### src/dmia_tail_unused.sv
// (no content)
### src/dmia_pkg.sv
// shared constants and types for the data memory with indirect access
package dmia_pkg;

  // memory geometry
  localparam int DATA_W = 8;
  localparam int ADDR_W = 7;
  localparam int SFR_LAST = 'h5F;
  localparam int GP_BASE_DEF = 'h60;
  localparam int GP_DEPTH_DEF = 32;

  // fixed special-function addresses
  localparam logic [ADDR_W-1:0] ADDR_WIN_A = 7'h00;
  localparam logic [ADDR_W-1:0] ADDR_PTR_A = 7'h01;
  localparam logic [ADDR_W-1:0] ADDR_WIN_B = 7'h02;
  localparam logic [ADDR_W-1:0] ADDR_PTR_B = 7'h03;
  localparam logic [ADDR_W-1:0] ADDR_ACC = 7'h05;

  // pointer field layout and reset values
  localparam int PTR_FORCED_BIT = 7;
  localparam logic PTR_FORCED_VAL = 1'b1;
  localparam logic [ADDR_W-1:0] PTR_RST = 7'h00;
  localparam logic [DATA_W-1:0] ACC_RST = 8'h00;
  localparam logic [DATA_W-1:0] RDATA_RST = 8'h00;
  localparam logic [DATA_W-1:0] UNMAPPED_VAL = 8'h00;

  // one access from the instruction execution logic
  typedef struct packed {
    logic rd;
    logic wr;
    logic [ADDR_W-1:0] addr;
    logic [DATA_W-1:0] wdata;
  } dmia_req_t;

  // result of the arithmetic and logic unit
  typedef struct packed {
    logic we;
    logic [DATA_W-1:0] result;
  } dmia_alu_t;

  // what an effective address lands on
  typedef enum logic [2:0] {
    RG_NONE,
    RG_WINDOW,
    RG_PTR_A,
    RG_PTR_B,
    RG_ACC,
    RG_GP
  } dmia_region_t;

  // all state of the top module
  typedef struct packed {
    logic [ADDR_W-1:0] ptr_a;
    logic [ADDR_W-1:0] ptr_b;
    logic [DATA_W-1:0] acc;
    logic [DATA_W-1:0] rdata;
    logic rvalid;
  } dmia_state_t;

endpackage : dmia_pkg

### src/dmia_data_memory.sv
// data memory with pointer-based indirect access and accumulator
//
// How it works
// - accumulator and general area hold eight-bit volatile bytes, pointers keep seven bits
// - fixed register area plus read-write general area
// - only listed registers writable, others protected
// - window addresses hold no storage at all
// - window accesses redirect through their paired pointer
// - window reached indirectly reads zero, ignores write
// - pointers are ordinary read-write-modify registers
// - pointer bit seven ignored, always reads one
// - arithmetic results always land in accumulator
// - one access per cycle, moves via accumulator
`timescale 1ns/1ns
module dmia_data_memory
  import dmia_pkg::*;
#(
  parameter int GP_BASE = GP_BASE_DEF,
  parameter int GP_DEPTH = GP_DEPTH_DEF
) (
  input wire logic sys_clk,
  input wire logic sys_rst,
  input wire logic ce,
  input wire dmia_req_t req,
  input wire dmia_alu_t alu,
  output logic [DATA_W-1:0] rd_data,
  output logic rd_valid,
  output logic [DATA_W-1:0] acc_value
);

  localparam int IDX_W = (GP_DEPTH > 1) ? $clog2(GP_DEPTH) : 1;
  localparam int GP_END = GP_BASE + GP_DEPTH;

  initial begin
    if (GP_BASE <= SFR_LAST || GP_END > (1 << ADDR_W) || GP_DEPTH < 2) begin
      $error("dmia_data_memory: general area does not fit the address space");
    end
  end

  dmia_state_t st_q;
  dmia_state_t st_d;

  logic indirect;
  logic [ADDR_W-1:0] eff_addr;
  dmia_region_t eff_kind;
  logic [IDX_W-1:0] gp_idx;
  logic gp_we;
  logic [DATA_W-1:0] gp_rdata;
  logic [ADDR_W-1:0] gp_off;

  // classify an effective address
  function automatic dmia_region_t region_of(input logic [ADDR_W-1:0] a);
    dmia_region_t r;
    r = RG_NONE;
    if (a == ADDR_WIN_A || a == ADDR_WIN_B) begin
      r = RG_WINDOW;
    end else if (a == ADDR_PTR_A) begin
      r = RG_PTR_A;
    end else if (a == ADDR_PTR_B) begin
      r = RG_PTR_B;
    end else if (a == ADDR_ACC) begin
      r = RG_ACC;
    end else if (int'(a) >= GP_BASE && int'(a) < GP_END) begin
      r = RG_GP;
    end
    return r;
  endfunction : region_of

  // address resolution
  always_comb begin
    indirect = 1'b0;
    eff_addr = req.addr;
    if (req.addr == ADDR_WIN_A) begin
      // bit seven of the pointer is not stored, so it cannot reach the address
      indirect = 1'b1;
      eff_addr = st_q.ptr_a;
    end else if (req.addr == ADDR_WIN_B) begin
      indirect = 1'b1;
      eff_addr = st_q.ptr_b;
    end
    eff_kind = region_of(eff_addr);
  end

  // wraps below the base, but region_of keeps such addresses away from the ram
  assign gp_off = eff_addr - ADDR_W'(GP_BASE);
  assign gp_idx = gp_off[IDX_W-1:0];
  assign gp_we = req.wr && (eff_kind == RG_GP);

  dmia_gp_ram #(
    .DEPTH(GP_DEPTH),
    .IDX_W(IDX_W)
  ) u_gp_ram (
    .sys_clk(sys_clk),
    .ce(ce),
    .we(gp_we),
    .idx(gp_idx),
    .wdata(req.wdata),
    .rdata(gp_rdata)
  );

  // next-state logic; a single request port means no register-to-register move
  always_comb begin
    st_d = st_q;
    st_d.rvalid = req.rd;
    if (req.rd) begin
      case (eff_kind)
        RG_PTR_A: begin
          st_d.rdata = {PTR_FORCED_VAL, st_q.ptr_a};
        end
        RG_PTR_B: begin
          st_d.rdata = {PTR_FORCED_VAL, st_q.ptr_b};
        end
        RG_ACC: begin
          st_d.rdata = st_q.acc;
        end
        RG_GP: begin
          st_d.rdata = gp_rdata;
        end
        RG_WINDOW: begin
          // only reachable indirectly: a window behind a window has no storage
          st_d.rdata = UNMAPPED_VAL;
        end
        default: begin
          st_d.rdata = UNMAPPED_VAL;
        end
      endcase
    end
    if (req.wr) begin
      // writes outside the listed registers are dropped, which protects the rest
      case (eff_kind)
        RG_PTR_A: begin
          st_d.ptr_a = req.wdata[ADDR_W-1:0];
        end
        RG_PTR_B: begin
          st_d.ptr_b = req.wdata[ADDR_W-1:0];
        end
        RG_ACC: begin
          st_d.acc = req.wdata;
        end
        RG_WINDOW: begin
          st_d.acc = st_q.acc;
        end
        default: begin
          st_d.acc = st_q.acc;
        end
      endcase
    end
    // the unit result wins over a same-cycle bus write to the accumulator
    if (alu.we) begin
      st_d.acc = alu.result;
    end
  end

  always_ff @(posedge sys_clk) begin
    // reset does not wait for the enable, so a frozen block still clears
    if (sys_rst) begin
      st_q <= '{ptr_a: PTR_RST, ptr_b: PTR_RST, acc: ACC_RST, rdata: RDATA_RST, rvalid: 1'b0};
    end else if (ce) begin
      st_q <= st_d;
    end
  end

  assign rd_data = st_q.rdata;
  assign rd_valid = st_q.rvalid;
  assign acc_value = st_q.acc;
endmodule : dmia_data_memory

### src/dmia_gp_ram.sv
// general-purpose byte array of the data memory
`timescale 1ns/1ns
module dmia_gp_ram
  import dmia_pkg::*;
#(
  parameter int DEPTH = GP_DEPTH_DEF,
  parameter int IDX_W = $clog2(GP_DEPTH_DEF)
) (
  input wire logic sys_clk,
  input wire logic ce,
  input wire logic we,
  input wire logic [IDX_W-1:0] idx,
  input wire logic [DATA_W-1:0] wdata,
  output logic [DATA_W-1:0] rdata
);

  initial begin
    if (DEPTH < 2 || (1 << IDX_W) < DEPTH) begin
      $error("dmia_gp_ram: depth and index width do not fit");
    end
  end

  // volatile: contents are not cleared by reset
  logic [DATA_W-1:0] mem [DEPTH];

  always_ff @(posedge sys_clk) begin
    if (ce && we) begin
      mem[idx] <= wdata;
    end
  end

  // combinational read so the top can register the answer itself
  assign rdata = (int'(idx) < DEPTH) ? mem[idx] : UNMAPPED_VAL;

endmodule : dmia_gp_ram

### config.mk
export PLATFORM = sky130hd
export DESIGN_NAME = dmia_data_memory
export DESIGN_NICKNAME = d
export VERILOG_FILES = /design/src/dmia_tail_unused.sv /design/src/dmia_pkg.sv /design/src/dmia_data_memory.sv /design/src/dmia_gp_ram.sv
export SDC_FILE = /design/constraint.sdc
export NUM_CORES = 1
export LEC_CHECK = 0
export ABC_AREA = 1
export BUFFER_PORTS_ARGS = -buffer_cell sky130_fd_sc_hd__buf_4
export CAP_MARGIN = 0
export CORE_ASPECT_RATIO = 1.5
export CORE_UTILIZATION = 60
export DETAILED_ROUTE_END_ITERATION = 16
export PLACE_DENSITY = 0.77
export SETUP_SLACK_MARGIN = 0.5
export SLEW_MARGIN = 20
export SYNTH_ARGS = -nofsm -noshare
export SYNTH_HDL_FRONTEND = slang
export SYNTH_SLANG_ARGS = --single-unit
### constraint.sdc
create_clock -name sys_clk -period 5.5 [get_ports sys_clk]
set_clock_uncertainty 0.1 [all_clocks]
set_input_delay 0.275 -clock sys_clk [delete_from_list [all_inputs] [get_ports sys_clk]]
set_output_delay 0.275 -clock sys_clk [all_outputs]
set_load 0.03 [all_outputs]
==> flow_summary_export.csv <==
group,metric,value,unit
floorplan,coreArea,0.0222,mm2
clock_tree,cts_tree,"done",
sta,hold_viol_final,0,
setup_path,crit_required,5.79,ns
run,max-cap-violations,0,
place,post_dp_cell_area,0.0138,mm2
setup_path,path_class,"in -> reg",
global_routing,grt_pass1_vias,9315,
floorplan,initial_utilization,0.610,
setup_path,end_kind,"register",
setup_path,path_buf_inv,4,
sta,fin_tns_setup,0,ns
yosys,ys_ff_latch,287,
floorplan,io_pins,46,
place,place_inst,1704,
clock_tree,clk_latency,0.53,ns
power,seqPwrFrac,0.556,
power,switching_power,989,uW
power,cellPowerDensity,295,mW/mm2
setup_path,critical_path.cell_chain,"buf_4, inv_2, nand2_1, nor2_2, nand2_4, o21ai_4, buf_4, nand2_1, nor2_1, nand2_1, clkinv_2, nand2_1, nor2_1, a211oi_2",
floorplan,fp.dieArea,0.0232,mm2
power,internal-power,3300,uW
clock_tree,cts_root_buf,"clkbuf_16",
yosys,syn_nets,1493,
yosys,synthCells,1464,
routing,ant_nets,0,
global_routing,overflow,0,
sta,rsz0062_at_grt,"false",
setup_path,crit_fanout,68,
routing,wl_met3,2150,um
sta,fin_crit_sh,0.616,
setup_path,max_stage_delay,0.63,ns
clock_tree,clk_pin_slew,0.06,ns
yosys,syn_area_per_cell,9.25,um2
routing,wl_per_cell,18.3,um
finish,area.growth.synth_to_final,7.33,%
routing,firstDrtPassIters,5,
clock_tree,cts_setup_buffers,0,
clock_tree,numCtsBuffers,25,
status,status,"finished clean",
sta,setup_viol,0,
finish,instances_no_fill,1749,
routing,drtIter0Drc,945,
routing,drc_errors,0,
finish,stdcell_area,0.0145,mm2
yosys,synth_common_cells,"521 x nand2_1, 256 x edfxtp_1, 221 x inv_1",
worst_hold_path,hold_class,"in -> reg",
sta,min_period,3.39,ns
sta,worst_pin_slew,0.804,ns
place,routabilityCongestion,0.915,
global_routing,grt_pass1_wl,49800,um
routing,met2_length,16500,um
clock_tree,htree_levels,1,
sta,drv_slew,0,
finish,fin_nets,1485,
setup_path,cp.arrival,3.68,ns
finish,final_layout_size_suffix_gt1_frac,0.0862,
yosys,synth_cell_types,34,
yosys,async_flop_share,0,
setup_path,cp_common_cell,"nand2_1",
power,swShare,0.231,
sta,fmax,0.295,GHz
finish,antenna_cells,0,
setup_path,start_kind,"input port",
yosys,yosys_warnings,0,
yosys,synth_area,0.0135,mm2
routing,vias,9782,
power,p_leak,0.00637,uW
yosys,ys.flop_type,"edfxtp_1",
setup_path,path_delay_family,"simple AND/OR/NAND/NOR gates",
yosys,yosysMostFrequentCell,"nand2_1",
yosys,synth_top_area_frac,0.568,
finish,final_core_util,0.654,
clock_tree,cts_sinks,287,
sta,relSlewSlack,0.464,
yosys,netlist.top_cell.by_area,"edfxtp_1",
routing,viasPerCell,5.59,
setup_path,cp_slowest_cell,"nand2_1",
routing,wirelength,32000,um
setup_path,timing.rr.start,"st_q[25]",
floorplan,chipHeight,186,um
floorplan,rows,67,
routing,top_layer,"met4",
power,peakVddDrop,0.356,mV
routing,wirelength_met1,11500,um
global_routing,grt_max_degree,74,
yosys,ys_seq_area_frac,0.613,
floorplan,die_width,125,um
power,pwr-share-clk,0.369,
place,post-dp-hpwl,19900,um
global_routing,antenna_found_initial,0,
place,numPortBuffers,45,
global_routing,track_usage,0.281,
yosys,synth_enable_flop_cells,256,
worst_hold_path,worstHoldStart,"alu[2]",
setup_path,startpoint,"req[8]",
power,pwr-share-comb,0.075,
clock_tree,cts_buffer_depth,3,
yosys,ys_top_cells_by_area,"edfxtp_1 57%, nand2_1 14%, inv_1 6.1%",
==> power groups by stage <==
stage | sequential, uW | combinational, uW | clock (uW)
5_1_grt | 2390 | 351 | 1660
2_1_floorplan | 2430 | 203 | 0
6_report | 2390 | 322 | 1580
3_5_place_dp | 2430 | 316 | 0
4_1_cts | 2390 | 318 | 1590
3_3_place_gp | 2430 | 314 | 0
==> flip-flops by register name, summed over array words and instances (netlist names) <==
| name | flops |
|---|---|
| rd_data | 8 |
| rd_valid | 1 |
| u_gp_ram.mem | 256 |
| acc_value | 8 |
| st_q | 14 |
==> timing repair <==
| item | 4_1_cts | 5_1_grt |
|---|---|---|
| hold buffers | 1 | 0 |
| hold endpoints to repair | 1 | 0 |
| resized for setup | 0 | 0 |
==> final timing paths <==
| check | to | slack (ns) | cells after the start |
|---|---|---|---|
| setup / recovery | st_q[21] | 2.11 | 14 |
| hold reg to reg | rd_valid | 0.37 | 2 |
| setup reg to reg | st_q[21] | 2.37 | 10 |
| hold / removal | acc_value[2] | 0.001 | 3 |
==> routing by layer <==
layer,up-vias,global-route usage
li1,4716,-
met5,-,0
met4,0,0.171
met2,421,0.498
met3,132,0.0356
met1,4513,0.325
==> layout make-up <==
class,count,area (um2)
timing repair buffer,55,415
tap,276,345
clock inverter,11,57.6
inverter,232,878
sequential,287,8310
multi-input combinational,855,3880
fill,1757,7680
clock buffer,33,656
==> metrics by stage <==
stage          setup slack (ns)  power, uW  hold WS [ns]
2_1_floorplan              3.00       2630         0.253
3_3_place_gp               1.73       2750         0.349
3_5_place_dp               1.63       2750         0.356
4_1_cts                    2.14       4290      0.000219
5_1_grt                    1.91       4400       0.00707
6_report                   2.11       4290       0.00120
==> tightest hold or removal path, cell delays in order <==
cell	delay [ns]
buf_4	0.11
a21oi_1	0.13
a211oi_1	0.07
==> placed cells by master (no fill, tap or decap), drive strengths merged <==
cell type	instances
dlygate4sd3	1
clkbuf	33
a21oi	38
o21ai	47
nand3	79
inv	231
nor2	66
edfxtp	256
nor3	1
clkinv	11
buf	54
nand2	527
o31ai	1
a211oi	13
clkinvlp	1
nand4	82
dfxtp	31
o22ai	1
==> logic make-up (layout without fill, tap and decap cells) <==
logic type | Yosys count | after routing | synth area share
buf+inv | 322 | 331 | 0.102
compound gates | 100 | 100 | 0.0449
simple gates | 755 | 755 | 0.240
flops | 287 | 287 | 0.613
(Power assumes the default switching activity.)
